## src/include/srw_pkg.sv

```systemverilog
package srw_pkg;
  localparam int unsigned CLK_HZ = 100_000_000;
  localparam int unsigned RESET_TIMEOUT_MS = 200;
  localparam int unsigned WDOG_TIMEOUT_MS = 1600;
  localparam int unsigned GATE_DELAY_US = 28;
  localparam int unsigned RESET_CYCLES = RESET_TIMEOUT_MS * (CLK_HZ / 1000);
  localparam int unsigned WDOG_CYCLES = WDOG_TIMEOUT_MS * (CLK_HZ / 1000);
  localparam int unsigned GATE_CYCLES = GATE_DELAY_US * (CLK_HZ / 1_000_000);
  localparam int unsigned CNT_W = 32;
  // Synchroniser idle value: no supply trigger, manual reset inactive, kick input open
  localparam logic [7:0] SYNC_IDLE = 8'h09;
  typedef enum logic [1:0] {
    SRW_RUN = 2'b00,
    SRW_HOLD = 2'b01,
    SRW_TIMEOUT = 2'b11
  } srw_state_t;
endpackage

```

## src/core/srw_supervisor.sv

```systemverilog
`timescale 1ns/1ps
`default_nettype none
module srw_supervisor
  import srw_pkg::*;
#(
  parameter int unsigned RESET_LIMIT = RESET_CYCLES,
  parameter int unsigned WDOG_LIMIT = WDOG_CYCLES,
  parameter int unsigned GATE_LIMIT = GATE_CYCLES
) (
  input wire logic mclk,
  input wire logic rst_n,
  input wire logic main_below_reset,
  input wire logic main_below_backup,
  input wire logic main_above_4v,
  input wire logic backup_above_good,
  input wire logic manual_reset_n,
  input wire logic manual_reset_open,
  input wire logic watchdog_kick,
  input wire logic watchdog_kick_open,
  input wire logic chip_sel_in_n,
  output logic sys_reset_n,
  output logic sys_reset,
  output logic watchdog_fault_n,
  output logic chip_sel_out_n,
  output logic backup_source_active,
  output logic backup_level_good
);
  initial begin
    if (RESET_LIMIT < 2 || GATE_LIMIT < 1 || GATE_LIMIT >= RESET_LIMIT)
      $error("Bad timing parameters");
  end
  // True once a cycle counter has reached the last cycle of its span
  function automatic logic at_limit(input logic [CNT_W-1:0] cnt, input int unsigned limit);
    return cnt >= CNT_W'(limit - 1);
  endfunction
  // Two-flop synchronisers for the eight supply, manual-reset and watchdog pin inputs
  // They idle at no trigger, so no false battery selection follows reset
  localparam int unsigned NSYNC = 8;
  logic [NSYNC-1:0] meta_q, sync_q, pins;
  assign pins = {main_below_reset, main_below_backup, main_above_4v, backup_above_good,
                 manual_reset_n, manual_reset_open, watchdog_kick, watchdog_kick_open};
  always_ff @(posedge mclk) begin
    if (!rst_n) begin
      meta_q <= SYNC_IDLE;
      sync_q <= SYNC_IDLE;
    end else begin
      meta_q <= pins;
      sync_q <= meta_q;
    end
  end
  logic s_below, s_below_bat, s_4v, s_bgood, s_mr_n, s_mr_open, s_kick, s_kick_open;
  assign {s_below, s_below_bat, s_4v, s_bgood, s_mr_n, s_mr_open, s_kick, s_kick_open} =
    sync_q;
  logic mr_active;
  assign mr_active = !s_mr_n && !s_mr_open;
  logic trigger;
  assign trigger = s_below || mr_active;
  srw_state_t state_q, state_d;
  logic [CNT_W-1:0] cnt_q, cnt_d;
  logic [CNT_W-1:0] gate_cnt_q, gate_cnt_d;
  logic gate_en_q, gate_en_d;
  logic bat_q, bat_d;
  logic bok_q, bok_d;
  always_comb begin
    state_d = state_q;
    cnt_d = cnt_q;
    case (state_q)
      SRW_RUN: begin
        if (trigger) begin
          state_d = SRW_HOLD;
          cnt_d = '0;
        end
      end
      // HOLD keeps the count at zero, so each bounce restarts the full timeout
      SRW_HOLD: begin
        cnt_d = '0;
        if (!trigger) state_d = SRW_TIMEOUT;
      end
      SRW_TIMEOUT: begin
        if (trigger) begin
          state_d = SRW_HOLD;
          cnt_d = '0;
        end else if (at_limit(cnt_q, RESET_LIMIT)) begin
          state_d = SRW_RUN;
          cnt_d = '0;
        end else begin
          cnt_d = cnt_q + 1'b1;
        end
      end
      default: begin
        state_d = SRW_HOLD;
        cnt_d = '0;
      end
    endcase
  end
  logic reset_active;
  assign reset_active = (state_q != SRW_RUN);
  // Gate: off from rst_n, else GATE_LIMIT cycles after reset asserts; back on the cycle after release
  always_comb begin
    gate_en_d = gate_en_q;
    gate_cnt_d = gate_cnt_q;
    if (!reset_active) begin
      gate_en_d = 1'b1;
      gate_cnt_d = '0;
    end else if (gate_en_q) begin
      if (at_limit(gate_cnt_q, GATE_LIMIT)) begin
        gate_en_d = 1'b0;
      end else begin
        gate_cnt_d = gate_cnt_q + 1'b1;
      end
    end
  end
  always_comb begin
    bat_d = s_below && s_below_bat;
    bok_d = s_4v && s_bgood;
  end
  always_ff @(posedge mclk) begin
    if (!rst_n) begin
      state_q <= SRW_HOLD;
      cnt_q <= '0;
      gate_cnt_q <= '0;
      gate_en_q <= 1'b0;
      bat_q <= 1'b0;
      bok_q <= 1'b0;
    end else begin
      state_q <= state_d;
      cnt_q <= cnt_d;
      gate_cnt_q <= gate_cnt_d;
      gate_en_q <= gate_en_d;
      bat_q <= bat_d;
      bok_q <= bok_d;
    end
  end
  srw_watchdog #(
    .WDOG_LIMIT(WDOG_LIMIT)
  ) u_wdog (
    .mclk(mclk),
    .rst_n(rst_n),
    .reset_active(reset_active),
    .kick_sync(s_kick),
    .kick_open(s_kick_open),
    .fault_n(watchdog_fault_n)
  );
  assign sys_reset_n = !reset_active;
  assign sys_reset = reset_active;
  assign chip_sel_out_n = gate_en_q ? chip_sel_in_n : 1'b1;
  assign backup_source_active = bat_q;
  assign backup_level_good = bok_q;
  // Checks on the reset sequence
  AST_RESET_COMPLEMENT: assert property (@(posedge mclk) disable iff (!rst_n)
    sys_reset == !sys_reset_n)
    else $error("reset outputs not complementary");
  AST_TRIGGER_ASSERTS: assert property (@(posedge mclk) disable iff (!rst_n)
    trigger |=> !sys_reset_n)
    else $error("trigger did not assert reset");
  AST_UV_HOLDS: assert property (@(posedge mclk) disable iff (!rst_n)
    s_below |=> (state_q == SRW_HOLD))
    else $error("undervoltage did not hold reset");
  AST_MR_HOLDS: assert property (@(posedge mclk) disable iff (!rst_n)
    mr_active |=> (state_q == SRW_HOLD))
    else $error("manual reset did not hold reset");
  AST_MR_OPEN_IGNORED: assert property (@(posedge mclk) disable iff (!rst_n)
    (s_mr_open && !s_below && state_q == SRW_RUN) |=> sys_reset_n)
    else $error("open manual reset input caused a reset");
  AST_TIMEOUT_ENTRY: assert property (@(posedge mclk) disable iff (!rst_n)
    (state_q == SRW_HOLD && !trigger)
    |=> (state_q == SRW_TIMEOUT && cnt_q == '0))
    else $error("timeout did not start from zero");
  AST_HOLD_CLEARS: assert property (@(posedge mclk) disable iff (!rst_n)
    (state_q == SRW_HOLD) |=> (cnt_q == '0))
    else $error("count not cleared while held");
  AST_MIN_HOLD: assert property (@(posedge mclk) disable iff (!rst_n)
    (reset_active && !(state_q == SRW_TIMEOUT && at_limit(cnt_q, RESET_LIMIT)))
    |=> !sys_reset_n)
    else $error("timeout too short");
  AST_COUNT_STEP: assert property (@(posedge mclk) disable iff (!rst_n)
    (state_q == SRW_TIMEOUT && !trigger && !at_limit(cnt_q, RESET_LIMIT))
    |=> (state_q == SRW_TIMEOUT && cnt_q == $past(cnt_q) + 1'b1))
    else $error("timeout count did not advance");
  AST_RELEASE: assert property (@(posedge mclk) disable iff (!rst_n)
    (state_q == SRW_TIMEOUT && !trigger && at_limit(cnt_q, RESET_LIMIT)) |=> sys_reset_n)
    else $error("reset not released after timeout");
  AST_RESTART: assert property (@(posedge mclk) disable iff (!rst_n)
    (state_q == SRW_TIMEOUT && trigger) |=> (state_q == SRW_HOLD && cnt_q == '0))
    else $error("timeout not restarted");
  // Checks on the chip-select gate
  AST_GATE_FORCE: assert property (@(posedge mclk) disable iff (!rst_n)
    !gate_en_q |-> chip_sel_out_n)
    else $error("gated select not high");
  AST_GATE_DELAY: assert property (@(posedge mclk) disable iff (!rst_n)
    (reset_active && gate_en_q && !at_limit(gate_cnt_q, GATE_LIMIT)) |=> gate_en_q)
    else $error("gate disabled too early");
  AST_GATE_OFF_IN_RESET: assert property (@(posedge mclk) disable iff (!rst_n)
    (reset_active && gate_en_q && at_limit(gate_cnt_q, GATE_LIMIT)) |=> !gate_en_q)
    else $error("gate not disabled");
  AST_GATE_STAYS_OFF: assert property (@(posedge mclk) disable iff (!rst_n)
    (reset_active && !gate_en_q) |=> !gate_en_q)
    else $error("gate opened during reset");
  AST_GATE_ON_RUN: assert property (@(posedge mclk) disable iff (!rst_n)
    $rose(sys_reset_n) |=> gate_en_q)
    else $error("gate not re-enabled");
  AST_GATE_RUN_ON: assert property (@(posedge mclk) disable iff (!rst_n)
    !reset_active |=> (gate_en_q && gate_cnt_q == '0))
    else $error("gate not open while running");
  // Checks on supply selection and the battery flag
  AST_BACKUP_SUPPLY_SEL: assert property (@(posedge mclk) disable iff (!rst_n)
    (s_below && s_below_bat) |=> backup_source_active)
    else $error("battery not selected");
  AST_MAIN_SEL: assert property (@(posedge mclk) disable iff (!rst_n)
    !s_below |=> !backup_source_active)
    else $error("main not selected");
  AST_BACKUP_SUPPLY_MAIN: assert property (@(posedge mclk) disable iff (!rst_n)
    !s_below_bat |=> !backup_source_active)
    else $error("battery selected above battery level");
  AST_BOK: assert property (@(posedge mclk) disable iff (!rst_n)
    (s_4v && s_bgood) |=> backup_level_good)
    else $error("battery good flag low");
  AST_BOK_LOW: assert property (@(posedge mclk) disable iff (!rst_n)
    !(s_4v && s_bgood) |=> !backup_level_good)
    else $error("battery good flag high");
endmodule
`default_nettype wire

```

## src/core/srw_watchdog.sv

```systemverilog
`timescale 1ns/1ps
`default_nettype none
module srw_watchdog
  import srw_pkg::*;
#(
  parameter int unsigned WDOG_LIMIT = WDOG_CYCLES
) (
  input wire logic mclk,
  input wire logic rst_n,
  input wire logic reset_active,
  input wire logic kick_sync,
  input wire logic kick_open,
  output logic fault_n
);
  initial begin
    if (WDOG_LIMIT < 2) $error("WDOG_LIMIT too small");
  end
  logic [CNT_W-1:0] cnt_q, cnt_d;
  logic kick_prev_q, kick_prev_d;
  logic fault_q, fault_d;
  logic kick_edge;
  assign kick_edge = kick_sync ^ kick_prev_q;
  always_comb begin
    kick_prev_d = kick_sync;
    cnt_d = cnt_q;
    fault_d = fault_q;
    if (reset_active || kick_open) begin
      cnt_d = '0;
      fault_d = 1'b0;
    end else if (kick_edge) begin
      cnt_d = '0;
      fault_d = 1'b0;
    end else if (cnt_q >= CNT_W'(WDOG_LIMIT - 1)) begin
      fault_d = 1'b1;
    end else begin
      cnt_d = cnt_q + 1'b1;
    end
  end
  always_ff @(posedge mclk) begin
    if (!rst_n) begin
      cnt_q <= '0;
      kick_prev_q <= 1'b0;
      fault_q <= 1'b0;
    end else begin
      cnt_q <= cnt_d;
      kick_prev_q <= kick_prev_d;
      fault_q <= fault_d;
    end
  end
  assign fault_n = ~fault_q;
  AST_WDOG_HIGH_IN_RESET: assert property (@(posedge mclk) disable iff (!rst_n)
    reset_active |=> fault_n)
    else $error("fault during reset");
  AST_WDOG_OPEN: assert property (@(posedge mclk) disable iff (!rst_n)
    kick_open |=> fault_n)
    else $error("fault while kick open");
  AST_WDOG_FAULT: assert property (@(posedge mclk) disable iff (!rst_n)
    (!reset_active && !kick_open && !kick_edge && cnt_q >= CNT_W'(WDOG_LIMIT - 1))
    |=> !fault_n)
    else $error("stalled kick not flagged");
  AST_WDOG_KICK_CLEARS: assert property (@(posedge mclk) disable iff (!rst_n)
    (!reset_active && !kick_open && kick_edge) |=> fault_n)
    else $error("kick edge did not clear fault");
  AST_WDOG_CLEAR: assert property (@(posedge mclk) disable iff (!rst_n)
    (reset_active || kick_edge) |=> (cnt_q == '0))
    else $error("watchdog count not cleared");
endmodule
`default_nettype wire

```

## config.mk

```make
export PLATFORM = sky130hd
export DESIGN_NAME = srw_supervisor
export DESIGN_NICKNAME = d
export VERILOG_FILES = /design/src/include/srw_pkg.sv /design/src/core/srw_supervisor.sv /design/src/core/srw_watchdog.sv
export SDC_FILE = /design/constraint.sdc
export NUM_CORES = 1
export LEC_CHECK = 0
export ABC_CLOCK_PERIOD_IN_PS = 2250
export BUFFER_PORTS_ARGS = -buffer_cell sky130_fd_sc_hd__buf_4
export CORE_ASPECT_RATIO = 0.7
export CORE_MARGIN = 3
export CORE_UTILIZATION = 55
export CTS_BUF_LIST = sky130_fd_sc_hd__clkbuf_4
export CTS_CLUSTER_DIAMETER = 30
export DETAILED_ROUTE_END_ITERATION = 7
export GPL_ROUTABILITY_DRIVEN = 0
export HOLD_SLACK_MARGIN = 0.08
export PLACE_DENSITY_LB_ADDON = 0.25
export SYNTH_ARGS = -nofsm -noshare
export SYNTH_HDL_FRONTEND = slang
export SYNTH_SLANG_ARGS = --single-unit
```

## constraint.sdc

```tcl
create_clock -name mclk -period 2.25 [get_ports mclk]
set_clock_uncertainty 0.2 [all_clocks]
set_input_delay 0 -clock mclk [delete_from_list [all_inputs] [get_ports mclk]]
set_output_delay 0 -clock mclk [all_outputs]
set_load 0.02 [all_outputs]
```

# [Word level (Yosys, flattened, before mapping)]
# Index checks and enable logic that the tools add are counted.
[word_totals] reg_bits=119 output_inout_bits=6 wordCells=53 inputBits=11
[classes] addsub=3 mux=13 n_lt_le_gt_ge=3 bitwise=4 eq_ne=5 reduce_logical=14
[op_table] op="32-bit by 1-bit adder with 32-bit output (second input constant)" count=3
[op_table] op="32-bit 2-to-1 mux" count=3
[op_table] op="32-bit one-hot mux with 2 select lines" count=1
[op_table] op="32-bit by 12-bit greater-or-equal comparator with 1-bit output (second input constant)" count=1
[op_table] op="32-bit by 25-bit greater-or-equal comparator with 1-bit output (second input constant)" count=1
[op_table] op="32-bit by 28-bit greater-or-equal comparator with 1-bit output (second input constant)" count=1
[op_table] op="2-bit 2-to-1 mux" count=4
[op_table] op="2-bit one-hot mux with 3 select lines" count=1
[op_table] op="1-bit 2-to-1 mux" count=4
[op_table] op="2-bit != test (second input constant)" count=2
[op_table] op="2-bit AND reduction" count=2
[op_table] op="1-bit logical AND" count=3
[op_table] op="1-bit zero test" count=3
[op_table] op="3-bit != test (second input constant)" count=1
[op_table] op="1-bit NOT" count=3
[op_table] op="3-bit AND reduction" count=1
[op_table] op="3-bit OR reduction" count=1
[op_table] op="2-bit by 1-bit == test with 1-bit output (second input constant)" count=1
[op_table] op="2-bit == test (second input constant)" count=1
[op_table] op="2-bit zero test" count=1
[op_table] op="1-bit logical OR" count=2
[op_table] op="2-bit nonzero test" count=1
[op_table] op="1-bit XOR" count=1

# [Longest topological paths before layout]
# Gate-level depths: netlist (run 1).
[depth] depth_word=5 mapped_depth=9 depth_no_buf=6

# [Modules after synthesis]
# From an unflattened synthesis (run 1), not the netlist that was laid out.
[unflattened] hier_cells=564 area_unflattened_um2=5306.3
[by_module_without_submodules] mod="srw_supervisor" seq_area_each_um2=1701.6 area_each_um2=3535.9 cells_each=347 instances=1
[by_module_without_submodules] mod="srw_watchdog" seq_area_each_um2=680.7 area_each_um2=1770.4 cells_each=217 instances=1

# [Worst setup path before layout (run 1)]
# No wires, ideal clock.
[synth_path] path_kind="register to register" startpoint="register u_wdog.cnt_q[20]" endpoint="register u_wdog.cnt_q[27]" path_buffers=0 path_slack_ns=0.121 setup_ns=0.096 arrival_time_ns=1.833 period_less_slack_ns=2.129 path_stages_with_launch=6 path_cell_list="dfxtp_1 -> or3_4 -> o211ai_4 -> nand2_4 -> or4_4 -> o41ai_2"
[synth_via] elab_chain_len=1 elab_cells_between_ends=2
[synth_rtl] element="start, declared" line_no="srw_watchdog.sv:18" text="logic [CNT_W-1:0] cnt_q, cnt_d;"
[synth_rtl] element="start signal, assigned" line_no="srw_watchdog.sv:45" text="cnt_q <= cnt_d;"
[synth_rtl] element="32-bit by 1-bit adder with 32-bit output or 32-bit by 28-bit greater-or-equal comparator with 1-bit output (tied branches)" line_no="srw_watchdog.sv:36, srw_watchdog.sv:33"
# Parallel ways exist; a longest one is shown, timed or not.
# A chain may end at the register's enable or synchronous reset.

# [Worst setup path after layout (run 1)]
[layout_path] startpoint="register u_wdog.cnt_q[20]" endpoint="register u_wdog.cnt_q[14]"
[layout_via] elab_chain_len=1
[layout_rtl] element="32-bit by 28-bit greater-or-equal comparator with 1-bit output" line_no="srw_watchdog.sv:33" text="end else if (cnt_q >= CNT_W'(WDOG_LIMIT - 1)) begin"
# No other way between the ends.

==> results.toml, run 1 <==
[power]
power_density_nw_per_um2 = 654
power_leakage_nw = 2.17
ir_drop_mv = 0.449
power.total_mw = 3.98

[cts]
insertion_delay_ns = 0.52
cts_root_buf = "clkbuf_4"
cts_buffers = 17
cts.sinks = 119
clockBufferDepth = 2
htreeDepth = 4
clk_pin_slew_ns = 0.11
cts_tree = "done"

[routing]
viasPerCell = 5.82
wl_per_cell_um = 14.9
drt_iter0_drc = 343
dr.pass1.iters = 5
route.detailed.drc = 0
vias = 4455
ant_nets = 0
wirelength_um = 11400

[worst_setup_path]
r2r-end = "u_wdog.cnt_q[14]"
required_ns = 2.51
crit_family = "simple AND/OR/NAND/NOR gates"
worst_r2r_path_depth = 6
r2r_slack_ns = 0.1
slowest_stage = "or4_1"
rr_startpoint = "u_wdog.cnt_q[20]"
cp_cell_sequence = "or3_4, o211ai_4, nand2_4, buf_6, or4_1, a21oi_1"
path_max_fanout = 11
critical_path_buf_inv_count = 1
critPathMaxStageDelay_ns = 0.51
critPathCaptureType = "flop"
arrival_ns = 2.41
start_kind = "flop"
critPathKind = "reg -> reg"

[synth]
synth-seq-cells = 119
synthArstFlopShare = 0
synth_top_family_by_area = "simple AND/OR/NAND/NOR gates"
synth_top_area_cell = "dfxtp_1"
synth_cells = 572
yosysWarnings = 0
synth_xor_area_frac = 0.0535
synth-edff-count = 0
synth_mux_area_frac = 0.0237
yosysUniqueCellTypes = 54
synth_fp_nets = 586
netlist_top_cells_area = "dfxtp_1 47%, xnor2_1 5.2%, nor2_1 4.1%"
synthAdderAreaFrac = 0.00739
ys_seq_area_frac = 0.469
synth_compound_area_frac = 0.0978
synth_simple_gate_area_frac = 0.319
ys.flop_type = "dfxtp_1"
synth_common_cells = "119 x dfxtp_1, 56 x nor2_1, 48 x nand2_1, 30 x and3_1, 30 x xnor2_1"
synth_top_area_frac = 0.469
syn_avg_cell_area_sq_um = 8.88
post-synth-top-count-cell = "dfxtp_1"
syn_area_sq_um = 5080

[placed_design]
place_hpwl_um = 7620
placed_area_sq_um = 5440
dpl_worst_slack_ns = -0.0153
numPortBuffers = 16
dp.cells = 706

[worst_hold_path]
hp-start = "chip_sel_in_n"
whs_path_depth = 3
hold_class = "in -> out"
holdPathEnd = "chip_sel_out_n"

[global_route]
grt_max_degree = 49
grt_pass1_wl_um = 19500
grt_usage = 0.231
grt_overflow = 0
antenna_found_initial = 0
grt_pass1_vias = 4228

[finish]
area_delta_synth_final_pct = 20.0
n_antenna_cell = 0
nets = 646
n_fill_cell = 664
design_area_sq_um = 6090
drive_above_1_share = 0.157
layout.cells.non_filler = 765

[sta]
slew_headroom = 0.597
setup_viol = 0
tightest_slew_ns = 0.603
post-route-min-period_ns = 2.15
setup_tns_ns = 0
maxSlewViolCount = 0
max_freq_mhz = 465
hold_violations = 0
worst_slack_ns = 0.0975
fin_crit_sh = 0.957

[die]
die_area_sq_um = 10400
core_area_sq_um = 8720
initial_core_util = 0.582
die_h_um = 86.4
io_pins = 17
std_cell_rows = 28
die_w_um = 121

[flow_run]
drv_cap = 0

[outcome]
status = "completed"
## per-layer routing
layer,global-route usage,routed length [um],vias to the layer above
met5,0,0,-
met4,0.0823,129,0
met3,0.0685,685,17
met2,0.352,5170,133
met1,0.315,5440,2100
li1,-,-,2205
## placed cells by master, fill, tap and decap left out, types with 6 or more instances in the layout
cell	netlist	layout
a21oi_1	21	18
a31oi_1	7	6
and2_1	22	21
and3_1	30	30
and4_1	7	6
buf_4	0	41
clkbuf_4	0	17
dfxtp_1	119	117
dlygate4sd3_1	0	25
inv_1	9	9
mux2i_1	12	12
nand2_1	48	48
nand2b_1	17	17
nand3_1	25	25
nand4_1	18	18
nor2_1	56	56
nor3_1	23	22
nor4_1	18	15
o31ai_1	12	12
or4_1	14	14
xnor2_1	30	30
## where the power goes
group / switching, mW / internal (mW)
clock: 0.855 / 0.775
sequential: 0.0128 / 2.13
combinational: 0.109 / 0.0976
total: 0.977 / 3.00
## sequential cells by signal (all words and copies together) (netlist names)
name,count
backup_level_good,1
backup_source_active,1
cnt_q,32
gate_cnt_q,32
gate_en_q,1
meta_q,8
state_q,2
sync_q,8
u_wdog.cnt_q,32
u_wdog.fault_q,1
u_wdog.kick_prev_q,1
## cells by family (layout without fill, tap and decap cells)
kind of cell               after synthesis  after routing
adders and majority gates                3              3
xor gates and xnor gates                31             31
buffers and inverters                   38            111
AOI/OAI and AO/OA                       71             71
muxes                                   12             12
DFF                                    119            119
and+or+nand+nor                        298            298
## worst min-delay path: cells and delay by family
kind          cells  cell delay (ns)
simple gates      1             0.09
buf+inv           2             0.20
## worst max path at each step
stage | from | end | slack (ns) | depth (start not counted)
after floorplan | u_wdog.cnt_q[20] | u_wdog.cnt_q[27] | 0.12 | 5
after global placement | gate_cnt_q[0] | gate_cnt_q[0] | 0.07 | 7
after detailed placement | gate_cnt_q[0] | gate_cnt_q[0] | -0.02 | 7
after CTS | u_wdog.cnt_q[20] | u_wdog.cnt_q[27] | 0.04 | 5
after global routing | u_wdog.cnt_q[20] | u_wdog.cnt_q[14] | -0.006 | 6
final | u_wdog.cnt_q[20] | u_wdog.cnt_q[14] | 0.1 | 6
## final cells by class
| cell class | instances | area, sq um | area share |
|---|---|---|---|
| repair buffers | 69 | 592 | 0.0971 |
| clock inverters | 15 | 176 | 0.0290 |
| inverters | 10 | 37.5 | 0.00616 |
| multi-input cells | 415 | 2620 | 0.431 |
| clock buffers | 17 | 128 | 0.0209 |
| flip-flops and latches | 119 | 2380 | 0.391 |
| well taps | 120 | 150 | 0.0246 |
## timing repair
action / 4_1_cts / 5_1_grt
resized for setup: 1 / 18
hold endpoints to repair: 88 / 0
setup endpoints to repair: 3 / 27
pin swaps: 0 / 4
hold buffers: 25 / 0
setup buffers: 0 / 2
## per-stage QoR
stage | util | hold WS [ns]
2_1_floorplan | - | -0.0985
3_3_place_gp | 0.624 | -0.0124
3_5_place_dp | 0.624 | -0.0142
4_1_cts | 0.688 | 0.0919
5_1_grt | 0.698 | 0.134
6_report | 0.698 | 0.0900
No activity file was read; power rests on OpenSTA's default activity.
==> run 2: changes to the inputs <==
- ABC_CLOCK_PERIOD_IN_PS: 2250 -> 1900
- SYNTH_HIERARCHICAL: unset -> 1
- clock period: 2.25 -> 1.9 ns (I/O delays scaled with it)
==> run 2 against run 1 <==
Against the previous run: the run now ends with negative setup slack left; hold slack better by 0.013 ns; via count is 21% higher; synthesized cell count is 1.4% lower; flip-flop and latch count stayed put; global-route usage is 6.8 points higher; clock power is 21% higher; area after synthesis is 4.5% higher; critical path depth stayed put; first-iteration DRC count is 74% higher; clock-buffer cell count is 2 higher; sequential power is 18% higher; routed wire length is 58% higher.
==> results.toml, run 2 <==
[power]
ir_drop_mv = 0.560
pwr-share-comb = 0.087
power_leakage_nw = 2.89
p_switching_mw = 1.29
power.share.clock = 0.398
power.internal_mw = 3.65
power_density_nw_per_um2 = 643
power.total_mw = 4.94
seqPwrFrac = 0.515
p_sw_frac = 0.261

[sta]
worst_slack_ns = -0.446
max_freq_mhz = 426
tightest_slew_ns = 0.408
rsz0062_at_grt = "true"
maxSlewViolCount = 0
post-route-min-period_ns = 2.35
slew_headroom = 0.725
hold_violations = 0
setup_tns_ns = -13.95
fin_crit_sh = 1.23
setup_viol = 66

[worst_setup_path]
start_kind = "flop"
r2r-end = "u_wdog/cnt_q[11]"
arrival_ns = 2.58
r2r_slack_ns = -0.45
required_ns = 2.13
critPathKind = "reg -> reg"
path_max_fanout = 15
crit_family = "simple AND/OR/NAND/NOR gates"
critPathCaptureType = "flop"
cp_cell_sequence = "nand4_1, or4_4, a211oi_4, buf_12, or4_1, a21oi_1"
slowest_stage = "or4_4"
rr_startpoint = "u_wdog/cnt_q[7]"
critical_path_buf_inv_count = 1
critPathMaxStageDelay_ns = 0.60
worst_r2r_path_depth = 6

[synth]
netlist_top_cells_area = "dfxtp_1 45%, and3_1 4.1%, nand4_1 3.2%"
synthArstFlopShare = 0
ys_seq_area_frac = 0.449
yosysUniqueCellTypes = 65
synth_top_area_cell = "dfxtp_1"
ys.flop_type = "dfxtp_1"
syn_area_sq_um = 5310
synth_top_area_frac = 0.449
post-synth-top-count-cell = "dfxtp_1"
synth_fp_nets = 578
yosysWarnings = 6
synth_common_cells = "119 x dfxtp_1, 35 x and3_1, 34 x nand2_1, 27 x nand3_1, 27 x nand4_1"
synth-seq-cells = 119
synth_cells = 564
syn_avg_cell_area_sq_um = 9.41
synth-edff-count = 0

[routing]
drt_iter0_drc = 597
wirelength_um = 18100
route.detailed.drc = 0
viasPerCell = 6.22
wl_per_cell_um = 21.0
vias = 5369
ant_nets = 0
dr.pass1.iters = 5

[die]
std_cell_rows = 29
die_h_um = 88.2
initial_core_util = 0.576
die_area_sq_um = 10900
core_area_sq_um = 9220
io_pins = 17
die_w_um = 123

[finish]
area_delta_synth_final_pct = 44.8
layout.cells.non_filler = 863
nets = 739
reg_top3 = "cnt_q x32, gate_cnt_q x32, u_wdog/cnt_q x32"
final_common_cell = "buf_4"
n_fill_cell = 460
drive_above_1_share = 0.420
multi_input_area_sq_um = 3240
fin_util = 0.834
layout_common_cells = "125 x buf_4, 98 x dfxtp_1, 35 x and3_1"
regArea_sq_um = 2420

[global_route]
grt_pass1_wl_um = 25300
grt_usage = 0.299
grt_pass1_vias = 5163
grt_overflow = 0
grt_max_degree = 31
antenna_found_initial = 1

[outcome]
violations = "negative setup slack"
status = "finished with violations"

[flow_run]
drv_cap = 0

[worst_hold_path]
whs_path_depth = 3
holdPathEnd = "chip_sel_out_n"
hold_class = "in -> out"
hp-start = "chip_sel_in_n"

[placed_design]
numPortBuffers = 16
dp.cells = 783
place_hpwl_um = 9180

[cts]
htreeDepth = 4
cts_buffers = 17
clk_pin_slew_ns = 0.12
clockBufferDepth = 2
cts_root_buf = "clkbuf_4"
cts_tree = "done"
cts.sinks = 119
insertion_delay_ns = 0.57
-- run 2: cell types whose count changed in the layout (fill, tap and decap cells not counted), sizes merged, moves of 6 or more --
cell / previous run / this run
a21oi: 21 / 30
and3: 30 / 39
nand2: 49 / 34
mux2i: 12 / 6
xor2: 1 / 18
nand2b: 17 / 8
nor3: 23 / 6
nand4: 18 / 29
o21ai: 6 / 14
buf: 44 / 145
xnor2: 30 / 15
nor2: 56 / 49
-- run 2: timing repair --
action                                  in CTS  in global routing
hold buffers                                25                  0
endpoints found under the setup margin      72                 74
endpoints found under the hold margin       80                  0
gates cloned                                 2                  2
gates resized for setup                     46                 76
setup buffers                               11                  8
pin swaps                                   33                 32
-- run 2: worst max path at each step --
stage	slack, ns	start	endpoint	cells past startpoint
5_1_grt	-0.45	u_wdog/cnt_q[7]	u_wdog/cnt_q[11]	6
3_5_place_dp	-0.30	u_wdog/cnt_q[7]	u_wdog/cnt_q[22]	6
4_1_cts	-0.28	u_wdog/cnt_q[12]	u_wdog/cnt_q[10]	6
3_3_place_gp	-0.24	u_wdog/cnt_q[12]	u_wdog/cnt_q[10]	6
2_1_floorplan	-0.22	u_wdog/cnt_q[1]	u_wdog/cnt_q[16]	8
6_report	-0.45	u_wdog/cnt_q[7]	u_wdog/cnt_q[11]	6
-- run 2: kinds of logic after synthesis --
| family | after synthesis | share of synthesized area |
|---|---|---|
| and+or+nand+nor | 280 | 0.332 |
| DFF | 119 | 0.449 |
| AOI/OAI and AO/OA | 83 | 0.108 |
| buffers and inverters | 40 | 0.0387 |
| xor gates and xnor gates | 33 | 0.0545 |
| muxes | 6 | 0.0113 |
| adders and majority gates | 3 | 0.00707 |
-- run 2: power groups by stage --
stage / combinational, mW / sequential [mW] / clock (mW)
after global routing: 0.453 / 2.54 / 2.10
after floorplan: 0.176 / 2.59 / 0
after detailed placement: 0.275 / 2.60 / 0
after global placement: 0.265 / 2.59 / 0
final: 0.429 / 2.54 / 1.97
after CTS: 0.390 / 2.54 / 1.94
-- run 2: routing by layer --
layer | global-route usage | wire length (um)
met5 | 0 | 0
met4 | 0.133 | 1010
met3 | 0.0897 | 1480
met2 | 0.506 | 8490
met1 | 0.354 | 7100
-- run 2: final cells by class --
class	instances	share of cell area
Multi-Input combinational cell	405	0.422
Sequential cell	119	0.314
Timing Repair Buffer	171	0.198
Clock inverter	13	0.0202
Tap cell	124	0.0202
Clock buffer	19	0.0186
Inverter	11	0.00603
Antenna cell	1	0.000326
-- run 2: stage by stage --
step	worst slack (ns)	instance area [sq um]	hold slack [ns]
2_1_floorplan	-0.218	5360	-0.127
3_3_place_gp	-0.245	6330	-0.0151
3_5_place_dp	-0.304	6330	0.00104
4_1_cts	-0.276	7260	0.0916
5_1_grt	-0.451	7680	0.116
6_report	-0.446	7680	0.103
-- run 2: worst reg2reg max path, delay by kind of cell (launching register included) --
kind / cells / cell delay (ns)
AND/OR/NAND/NOR: 3 / 0.98
buffers and inverters: 1 / 0.20
flip-flops: 1 / 0.38
AO/OA/AOI/OAI: 2 / 0.46
